`src/pkg/lsfsm_pkg.sv`:
```
// Purpose: shared constants and types of the line supervision state machine
// Assumes: one clock, CLOCK at 250 MHz
// Notes: mode words are read as {mode_sel_bit0, mode_sel_bit1, mode_sel_bit2}
package lsfsm_pkg;

    // ------------------------------------------------------------
    // timing
    // ------------------------------------------------------------
    localparam int LSFSM_HOLD_RING_PERIODS = 128;
    localparam int LSFSM_HOLD_CNT_W = 8;

    // ------------------------------------------------------------
    // register map
    // ------------------------------------------------------------
    localparam logic [3:0] LSFSM_ADDR_STATUS = 4'h0;
    localparam logic [3:0] LSFSM_ADDR_IRQ_STAT = 4'h1;
    localparam logic [3:0] LSFSM_ADDR_IRQ_MASK = 4'h2;
    localparam logic [3:0] LSFSM_ADDR_CTRL = 4'h3;
    localparam logic [7:0] LSFSM_CTRL_RESET = 8'h00;
    localparam logic [7:0] LSFSM_MASK_RESET = 8'h00;

    // ------------------------------------------------------------
    // interrupt bit positions
    // ------------------------------------------------------------
    localparam int LSFSM_EV_OFFHOOK = 0;
    localparam int LSFSM_EV_ONHOOK = 1;
    localparam int LSFSM_EV_TIMEOUT = 2;
    localparam int LSFSM_EV_RINGTRIP = 3;
    localparam int LSFSM_EV_W = 4;

    // ------------------------------------------------------------
    // types
    // ------------------------------------------------------------
    typedef enum logic [2:0] {
        LSFSM_PDOWN = 3'b000,
        LSFSM_HIZ = 3'b001,
        LSFSM_STBY = 3'b010,
        LSFSM_ACTIVE = 3'b011,
        LSFSM_ACT_HOLD = 3'b100,
        LSFSM_RINGING = 3'b101,
        LSFSM_ONHOOK_TX = 3'b110
    } lsfsm_state_type;

    typedef enum logic [1:0] {
        LSFSM_MODE_PDOWN = 2'b00,
        LSFSM_MODE_ACTIVE = 2'b01,
        LSFSM_MODE_RING = 2'b10,
        LSFSM_MODE_OHTX = 2'b11
    } lsfsm_mode_type;

    typedef struct packed {
        logic mode_sel_bit0;
        logic mode_sel_bit1;
        logic mode_sel_bit2;
    } lsfsm_modesel_type;

    typedef struct packed {
        logic hiz_offhook_flag;
        logic offhook_flag;
        logic ring_trip;
    } lsfsm_detect_type;

    // mode decode used by the machine and the status register
    function automatic lsfsm_mode_type lsfsm_decode_mode(input lsfsm_modesel_type m);
        if (m.mode_sel_bit0) begin
            return LSFSM_MODE_ACTIVE;
        end else if (m.mode_sel_bit1) begin
            return LSFSM_MODE_OHTX;
        end else if (m.mode_sel_bit2) begin
            return LSFSM_MODE_RING;
        end
        return LSFSM_MODE_PDOWN;
    endfunction : lsfsm_decode_mode

endpackage : lsfsm_pkg

```
`src/lsfsm_hold_timer.sv`:
```
// Purpose: hold interval counter driven by ring clock periods
// Assumes: ring_tick is a one-cycle pulse per ring clock period
// Notes: restart clears the count and the timeout flag
`timescale 1ns/1ps
module lsfsm_hold_timer
    import lsfsm_pkg::*;
#(
    parameter int PERIODS = LSFSM_HOLD_RING_PERIODS
) (
    // clock and reset
    input wire logic clk,
    input wire logic arst_n,
    // control
    input wire logic restart,
    input wire logic run,
    input wire logic ring_tick,
    // result
    output logic hold_timeout_flag
);

    logic [LSFSM_HOLD_CNT_W-1:0] count_q;

    if (PERIODS < 1 || PERIODS > (1 << LSFSM_HOLD_CNT_W) - 1) begin : g_bad_periods
        $error("lsfsm_hold_timer: PERIODS out of range");
    end

    // ------------------------------------------------------------
    // counter: restart wins over counting
    // ------------------------------------------------------------
    always_ff @(posedge clk or negedge arst_n) begin
        if (!arst_n) begin
            count_q <= '0;
        end else if (restart) begin
            count_q <= '0;
        end else if (run && ring_tick && !hold_timeout_flag) begin
            count_q <= count_q + 1'b1;
        end
    end

    always_ff @(posedge clk or negedge arst_n) begin
        if (!arst_n) begin
            hold_timeout_flag <= 1'b0;
        end else if (restart) begin
            hold_timeout_flag <= 1'b0;
        end else if (run && ring_tick && count_q == LSFSM_HOLD_CNT_W'(PERIODS - 1)) begin
            hold_timeout_flag <= 1'b1;
        end
    end

endmodule : lsfsm_hold_timer

```
`src/lsfsm_sync.sv`:
```
// Purpose: two flip-flop synchroniser for a bundle of pin levels
// Assumes: inputs are asynchronous levels
// Notes: the first stage feeds only the second
`timescale 1ns/1ps
module lsfsm_sync #(
    parameter int WIDTH = 1
) (
    // clock and reset
    input wire logic clk,
    input wire logic arst_n,
    // data
    input wire logic [WIDTH-1:0] din,
    output logic [WIDTH-1:0] dout
);

    logic [WIDTH-1:0] meta_q;

    if (WIDTH < 1) begin : g_bad_width
        $error("lsfsm_sync: WIDTH must be at least 1");
    end

    always_ff @(posedge clk or negedge arst_n) begin
        if (!arst_n) begin
            meta_q <= '0;
            dout <= '0;
        end else begin
            meta_q <= din;
            dout <= meta_q;
        end
    end

endmodule : lsfsm_sync

```
`src/lsfsm_top.sv`:
```
// Purpose: supervisory state machine of a subscriber line interface
// Assumes: mode pins, detector flags, ring clock and reset pin are asynchronous
// Notes: registers give software a status view, interrupts and a forced power-down
`timescale 1ns/1ps
module lsfsm_top
    import lsfsm_pkg::*;
#(
    parameter int HOLD_PERIODS = LSFSM_HOLD_RING_PERIODS
) (
    // clock and reset
    input wire logic CLOCK,
    input wire logic ARST_N,
    input wire logic CHIP_RESET_N,
    // mode select pins
    input wire logic MODE_SEL_BIT0,
    input wire logic MODE_SEL_BIT1,
    input wire logic MODE_SEL_BIT2,
    // analog detector flags and ring clock
    input wire logic HIZ_OFFHOOK_FLAG,
    input wire logic OFFHOOK_FLAG,
    input wire logic RING_TRIP,
    input wire logic RING_CLOCK_IN,
    // line outputs
    output logic DETECT,
    output logic RING_RELAY_DRIVE,
    output logic REVERSE_POLARITY,
    output logic [2:0] LINE_STATE,
    // register port
    input wire logic [3:0] REG_ADDR,
    input wire logic [7:0] REG_WDATA,
    input wire logic REG_WR,
    input wire logic REG_RD,
    output logic [7:0] REG_RDATA,
    // interrupt
    output logic IRQ
);

    // ------------------------------------------------------------
    // pin synchronisers
    // ------------------------------------------------------------
    logic [7:0] pins_raw;
    logic [7:0] pins_s;
    lsfsm_modesel_type modesel;
    lsfsm_detect_type det;
    logic ring_clk_s;
    logic reset_pin_n_s;

    assign pins_raw = {CHIP_RESET_N, RING_CLOCK_IN, HIZ_OFFHOOK_FLAG, OFFHOOK_FLAG, RING_TRIP,
                       MODE_SEL_BIT0, MODE_SEL_BIT1, MODE_SEL_BIT2};

    lsfsm_sync #(
        .WIDTH(8)
    ) u_sync (
        .clk(CLOCK),
        .arst_n(ARST_N),
        .din(pins_raw),
        .dout(pins_s)
    );

    assign reset_pin_n_s = pins_s[7];
    assign ring_clk_s = pins_s[6];
    assign det = lsfsm_detect_type'(pins_s[5:3]);
    assign modesel = lsfsm_modesel_type'(pins_s[2:0]);

    // ------------------------------------------------------------
    // ring clock period ticks
    // ------------------------------------------------------------
    logic ring_clk_q;
    logic ring_tick;

    always_ff @(posedge CLOCK or negedge ARST_N) begin
        if (!ARST_N) begin
            ring_clk_q <= 1'b0;
        end else begin
            ring_clk_q <= ring_clk_s;
        end
    end

    // one tick per ring clock period, on its rising edge
    assign ring_tick = ring_clk_s && !ring_clk_q;

    // ------------------------------------------------------------
    // control register and mode decode
    // ------------------------------------------------------------
    logic [7:0] ctrl_q;
    logic soft_pdown;
    lsfsm_mode_type mode;
    lsfsm_mode_type mode_q;
    logic mode_changed;
    logic hold_reset;

    assign soft_pdown = ctrl_q[0];
    assign mode = lsfsm_decode_mode(modesel);
    assign mode_changed = (mode != mode_q);
    // the reset pin is treated like the soft power-down bit: it parks the machine
    assign hold_reset = !reset_pin_n_s || soft_pdown;

    always_ff @(posedge CLOCK or negedge ARST_N) begin
        if (!ARST_N) begin
            mode_q <= LSFSM_MODE_PDOWN;
        end else begin
            mode_q <= mode;
        end
    end

    // ------------------------------------------------------------
    // state machine
    // ------------------------------------------------------------
    lsfsm_state_type state_q;
    lsfsm_state_type state_d;
    logic hold_timeout_flag;
    logic timer_restart;
    logic timer_run;
    logic trip_latch_q;

    always_comb begin
        state_d = state_q;
        timer_restart = 1'b0;
        if (hold_reset) begin
            state_d = LSFSM_PDOWN;
        end else begin
            case (state_q)
                LSFSM_PDOWN: begin
                    if (mode == LSFSM_MODE_ACTIVE) begin
                        state_d = LSFSM_HIZ;
                    end else if (mode == LSFSM_MODE_RING) begin
                        state_d = LSFSM_RINGING;
                    end else if (mode == LSFSM_MODE_OHTX) begin
                        state_d = LSFSM_ONHOOK_TX;
                    end
                end
                LSFSM_HIZ: begin
                    // feeding looks only at the longitudinal-sensitive flag
                    if (det.hiz_offhook_flag) begin
                        state_d = LSFSM_STBY;
                        timer_restart = 1'b1;
                    end
                end
                LSFSM_STBY: begin
                    if (det.offhook_flag) begin
                        state_d = LSFSM_ACTIVE;
                    end else if (hold_timeout_flag) begin
                        state_d = LSFSM_HIZ;
                    end
                end
                LSFSM_ACTIVE: begin
                    if (!det.offhook_flag && !trip_latch_q) begin
                        state_d = LSFSM_ACT_HOLD;
                        timer_restart = 1'b1;
                    end
                end
                LSFSM_ACT_HOLD: begin
                    if (det.offhook_flag) begin
                        state_d = LSFSM_ACTIVE;
                    end else if (hold_timeout_flag) begin
                        state_d = LSFSM_HIZ;
                    end
                end
                LSFSM_RINGING: begin
                    if (det.ring_trip) begin
                        state_d = LSFSM_ACTIVE;
                    end
                end
                LSFSM_ONHOOK_TX: begin
                    if (det.offhook_flag) begin
                        state_d = LSFSM_ACTIVE;
                    end
                end
                default: begin
                    state_d = LSFSM_PDOWN;
                end
            endcase
            // a change of decoded mode restarts supervision from its entry state; active mode keeps a line already in ACTIVE
            if (mode_changed) begin
                case (mode)
                    LSFSM_MODE_ACTIVE: state_d = (state_q == LSFSM_ACTIVE) ? LSFSM_ACTIVE : LSFSM_HIZ;
                    LSFSM_MODE_RING: state_d = LSFSM_RINGING;
                    LSFSM_MODE_OHTX: state_d = LSFSM_ONHOOK_TX;
                    default: state_d = LSFSM_PDOWN;
                endcase
            end
        end
    end

    always_ff @(posedge CLOCK or negedge ARST_N) begin
        if (!ARST_N) begin
            state_q <= LSFSM_PDOWN;
        end else begin
            state_q <= state_d;
        end
    end

    assign timer_run = (state_q == LSFSM_STBY) || (state_q == LSFSM_ACT_HOLD);

    lsfsm_hold_timer #(
        .PERIODS(HOLD_PERIODS)
    ) u_hold (
        .clk(CLOCK),
        .arst_n(ARST_N),
        .restart(timer_restart),
        .run(timer_run),
        .ring_tick(ring_tick),
        .hold_timeout_flag(hold_timeout_flag)
    );

    // ------------------------------------------------------------
    // ring trip latch, relay and polarity
    // ------------------------------------------------------------
    logic trip_event;
    logic relay_q;
    logic polarity_q;

    assign trip_event = (state_q == LSFSM_RINGING) && det.ring_trip && !hold_reset;

    // latched trip survives loop opening until the decoded mode changes or the machine is parked
    always_ff @(posedge CLOCK or negedge ARST_N) begin
        if (!ARST_N) begin
            trip_latch_q <= 1'b0;
        end else if (trip_event) begin
            trip_latch_q <= 1'b1;
        end else if (mode_changed || hold_reset) begin
            trip_latch_q <= 1'b0;
        end
    end

    // after a trip the relay opens only in a low phase of the ring clock to avoid arcing; leaving ringing without a trip opens it at once
    always_ff @(posedge CLOCK or negedge ARST_N) begin
        if (!ARST_N) begin
            relay_q <= 1'b0;
        end else if (!trip_latch_q && state_d != LSFSM_RINGING && state_q != LSFSM_RINGING) begin
            relay_q <= 1'b0;
        end else if (state_q == LSFSM_RINGING && !trip_latch_q && !trip_event) begin
            relay_q <= 1'b1;
        end else if ((trip_latch_q || trip_event) && !ring_clk_s) begin
            relay_q <= 1'b0;
        end
    end

    // polarity sampled from the third bit outside ringing, frozen during it and while a trip is latched
    always_ff @(posedge CLOCK or negedge ARST_N) begin
        if (!ARST_N) begin
            polarity_q <= 1'b0;
        end else if (mode != LSFSM_MODE_RING && state_q != LSFSM_RINGING && !trip_latch_q) begin
            polarity_q <= modesel.mode_sel_bit2;
        end
    end

    // ------------------------------------------------------------
    // line outputs
    // ------------------------------------------------------------
    always_ff @(posedge CLOCK or negedge ARST_N) begin
        if (!ARST_N) begin
            DETECT <= 1'b1;
            RING_RELAY_DRIVE <= 1'b0;
            REVERSE_POLARITY <= 1'b0;
            LINE_STATE <= LSFSM_PDOWN;
        end else begin
            // low reports off-hook; the hold state already shows on-hook
            DETECT <= !((state_d == LSFSM_ACTIVE) || trip_latch_q || trip_event);
            RING_RELAY_DRIVE <= relay_q;
            REVERSE_POLARITY <= polarity_q;
            LINE_STATE <= state_d;
        end
    end

    // ------------------------------------------------------------
    // interrupts
    // ------------------------------------------------------------
    logic [LSFSM_EV_W-1:0] events;
    logic [LSFSM_EV_W-1:0] irq_stat_q;
    logic [LSFSM_EV_W-1:0] irq_mask_q;
    logic timeout_q;
    logic w_stat;

    always_ff @(posedge CLOCK or negedge ARST_N) begin
        if (!ARST_N) begin
            timeout_q <= 1'b0;
        end else begin
            timeout_q <= hold_timeout_flag;
        end
    end

    always_comb begin
        events = '0;
        events[LSFSM_EV_OFFHOOK] = (state_d == LSFSM_ACTIVE) && (state_q != LSFSM_ACTIVE);
        events[LSFSM_EV_ONHOOK] = (state_d == LSFSM_ACT_HOLD) && (state_q == LSFSM_ACTIVE);
        events[LSFSM_EV_TIMEOUT] = hold_timeout_flag && !timeout_q;
        events[LSFSM_EV_RINGTRIP] = trip_event && !trip_latch_q;
    end

    assign w_stat = REG_WR && (REG_ADDR == LSFSM_ADDR_IRQ_STAT);

    // a new event wins over a write-one clear in the same cycle
    always_ff @(posedge CLOCK or negedge ARST_N) begin
        if (!ARST_N) begin
            irq_stat_q <= '0;
        end else begin
            irq_stat_q <= (irq_stat_q & ~(w_stat ? REG_WDATA[LSFSM_EV_W-1:0] : '0)) | events;
        end
    end

    always_ff @(posedge CLOCK or negedge ARST_N) begin
        if (!ARST_N) begin
            irq_mask_q <= LSFSM_MASK_RESET[LSFSM_EV_W-1:0];
        end else if (REG_WR && REG_ADDR == LSFSM_ADDR_IRQ_MASK) begin
            irq_mask_q <= REG_WDATA[LSFSM_EV_W-1:0];
        end
    end

    assign IRQ = |(irq_stat_q & irq_mask_q);

    // ------------------------------------------------------------
    // register port
    // ------------------------------------------------------------
    always_ff @(posedge CLOCK or negedge ARST_N) begin
        if (!ARST_N) begin
            ctrl_q <= LSFSM_CTRL_RESET;
        end else if (REG_WR && REG_ADDR == LSFSM_ADDR_CTRL) begin
            ctrl_q <= {7'h00, REG_WDATA[0]};
        end
    end

    always_ff @(posedge CLOCK or negedge ARST_N) begin
        if (!ARST_N) begin
            REG_RDATA <= 8'h00;
        end else if (REG_RD) begin
            case (REG_ADDR)
                LSFSM_ADDR_STATUS: REG_RDATA <= {trip_latch_q, hold_timeout_flag, mode_q, 1'b0, state_q};
                LSFSM_ADDR_IRQ_STAT: REG_RDATA <= {4'h0, irq_stat_q};
                LSFSM_ADDR_IRQ_MASK: REG_RDATA <= {4'h0, irq_mask_q};
                LSFSM_ADDR_CTRL: REG_RDATA <= ctrl_q;
                default: REG_RDATA <= 8'h00;
            endcase
        end else begin
            REG_RDATA <= 8'h00;
        end
    end

endmodule : lsfsm_top

```
`config.mk`:
```
export PLATFORM = sky130hd
export DESIGN_NAME = lsfsm_top
export DESIGN_NICKNAME = d
export VERILOG_FILES = /design/src/pkg/lsfsm_pkg.sv /design/src/lsfsm_hold_timer.sv /design/src/lsfsm_sync.sv /design/src/lsfsm_top.sv
export SDC_FILE = /design/constraint.sdc
export NUM_CORES = 1
export LEC_CHECK = 0
export BUFFER_PORTS_ARGS = -buffer_cell sky130_fd_sc_hd__buf_4
export CAP_MARGIN = 10
export CORE_MARGIN = 3
export CORE_UTILIZATION = 35
export DETAILED_ROUTE_END_ITERATION = 10
export PLACE_DENSITY = 0.54
export REMOVE_ABC_BUFFERS = 1
export SETUP_SLACK_MARGIN = 0.5
export SYNTH_ARGS = -nofsm -noshare
export SYNTH_HDL_FRONTEND = slang
export SYNTH_SLANG_ARGS = --single-unit
```
`constraint.sdc`:
```
create_clock -name CLOCK -period 2.8 [get_ports CLOCK]
set_clock_uncertainty 0.05 [all_clocks]
set_input_delay 0.56 -clock CLOCK [delete_from_list [all_inputs] [get_ports CLOCK]]
set_output_delay 0.56 -clock CLOCK [all_outputs]
set_load 0.02 [all_outputs]
```
==> flow_summary.toml <==
[status]
outcome = "complete, no violations"

[clocking]
tritoncts = "done"
clk_pin_slew_worst_paths_ns = 0.09
ctsLongestPathBuffers = 2
cts.sinks = 55
htree_num_levels = 2
numCtsBuffers = 5
root_buffer = "clkbuf_8"
clk_latency_ns = 0.30
postCtsSetupBuffers = 0
postCtsHoldBufs = 0

[power_and_ir_drop]
power_density_nw_per_um2 = 582
peakVddDrop_mv = 0.308
p_leak_nw = 1.29
power_mw = 1.63

[setup_path]
cp-start-kind = "register"
cp_max_fo = 7
critPathKind = "reg2reg"
cp.required_ns = 2.95
crit_arrival_ns = 2.29
crit_path_end_kind = "register"

[worst_hold_path]
hold_path_class = "in2async"

[yosys]
yosys_warnings = 0
synth_area_sq_um = 2360
synthTopCellsByArea = "dfrtp_1, nor2_1, mux2_1, o32a_1, nand2_1"
synth_cell_type_count = 49
synth-edff-count = 0
synth-seq-cells = 55
syn_inst = 203
synth_top_cell_area_share_pct = 57.2
synth_top_area_cell = "dfrtp_1"
synth.avg_cell_area_sq_um = 11.6
synthFlopType = "dfrtp_1"
synth-async-reset-ratio_pct = 100
synth.most_common_cell = "dfrtp_1"
synth.cells.most_frequent = "dfrtp_1, nor2_1, nand2_1"
yosysSeqAreaShare_pct = 58.3

[sta]
final_hold_viol_count = 0
relSlewSlack_pct = 56.1
tns_ns = 0
max_freq_mhz = 468
period_needed_ns = 2.13
min_period_over_period_pct = 76.2
finalMaxSlewViolations = 0
report.final.setup_viol = 0
rsz0062_at_grt = "no"
worst_pin_slew_ns = 0.658

[placement]
numPortBuffers = 34
routabilityCongestion = 0.835
post-dp-hpwl_mm = 3.37

[finish]
fill_cells = 639
fin_nets = 265
drive_gt1_share_pct = 22.8
final_core_util_pct = 43.2
antenna_cells = 0
area_growth_pct = 18.2

[global_route]
grt_start_max_net_pins = 56
antenna_found_initial = 0
grt.overflow.total = 0
grt_usage_pct = 12.8
grt_first_pass_wirelength_mm = 7.69
grt_pass1_vias = 1567

[floorplan]
start_util_pct = 36.6
coreArea_sq_um = 6460
rows = 29
die_y_microns = 88.1
io_pins = 39
dieArea_sq_um = 7770
die_width_microns = 88.1

[route]
ant_nets = 0
drc = 0
via_count = 1604
drt_iter0_drc = 54
wirelength_mm = 4.56
detail_route.vias_per_cell = 5.04
dr.pass1.iters = 4
wl_per_cell_microns = 14.3

[job]
drv_cap = 0
-- worst max-delay path, cell delays in order, from the launching register on --
cell and delay [ns]:
dfrtp_1 0.45, or2_1 0.25, or3_4 0.39, and2_4 0.20, o32a_1 0.41, o41ai_2 0.29
-- cell usage in the layout (no fill, tap or decap), drive strengths merged, types with 6 or more instances in the layout --
cell	netlist	layout
dfrtp	54	54
inv	8	8
nand2b	6	6
clkbuf	6	6
and2	6	6
nand2	13	13
nor2	23	23
mux2	6	6
buf	1	37
-- state kept, by name, summed over array words and instances, names as in the netlist, 2 cells and up --
| register | count |
|---|---|
| mode_q | 2 |
| u_sync.dout | 8 |
| u_hold.count_q | 8 |
| LINE_STATE | 3 |
| irq_stat_q | 4 |
| irq_mask_q | 4 |
| REG_RDATA | 8 |
| u_sync.meta_q | 8 |
-- report_power, final --
group	switching, mW	internal (mW)
Clock	0.243	0.175
Combinational	0.140	0.137
Sequential	0.0622	0.867
Total	0.446	1.18
-- cell families after synthesis --
| family | share of synthesized area, % |
|---|---|
| muxes | 4.66 |
| xor gates and xnor gates | 2.97 |
| adders and majority gates | 0.530 |
| and+or+nand+nor | 17.3 |
| DFF | 58.3 |
| AOI/OAI and AO/OA | 13.5 |
| buffers and inverters | 2.70 |
-- metal layers --
layer | global-route usage (%) | routed length [microns] | vias to the layer above
li1 | - | - | 787
met1 | 18.7 | 2290 | 778
met2 | 18.7 | 2060 | 35
met3 | 3.10 | 159 | 4
met4 | 4.12 | 47 | 0
met5 | 0 | 0 | -
-- metrics by stage --
stage / hold WS (ns) / instances / instance area, sq um / setup slack [ns]
detailed placement: 0.286 / 310 / 2700 / 0.668
global placement: 0.283 / 310 / 2700 / 0.680
finish: 0.234 / 318 / 2790 / 0.665
CTS: 0.255 / 318 / 2790 / 0.646
floorplan: 0.214 / 196 / 2330 / 0.747
global route: 0.284 / 318 / 2790 / 0.568
-- area by class of cell --
class,instances,area (sq um),area share [%]
flip-flops and latches,55,1380,49.3
clock inverters,2,12.5,0.448
inverters,8,30.0,1.08
repair buffers,37,278,9.95
clock buffers,6,72.6,2.60
well taps,77,96.3,3.45
multi-input cells,133,925,33.1
-- what timing repair did --
item,in CTS,in global routing
endpoints found under the hold margin,0,0
setup endpoints to repair,0,1
gates resized for setup,0,1
-- worst paths after layout --
| path | endpoint | cells after the start | startpoint | slack, ns |
|---|---|---|---|---|
| setup / recovery | relay_q | 5 | u_sync.dout[2] | 0.67 |
| hold / removal | REG_RDATA[3] | 1 | ARST_N | 0.23 |
| setup reg to reg | relay_q | 5 | u_sync.dout[2] | 0.67 |
| hold reg to reg | u_sync.dout[7] | 0 | u_sync.meta_q[7] | 0.31 |
| max in group asynchronous | LINE_STATE[0] | 1 | ARST_N | 2.03 |
| min in group CLOCK | u_sync.dout[7] | 0 | u_sync.meta_q[7] | 0.31 |
Note: power is estimated with default switching activity, not from simulation.
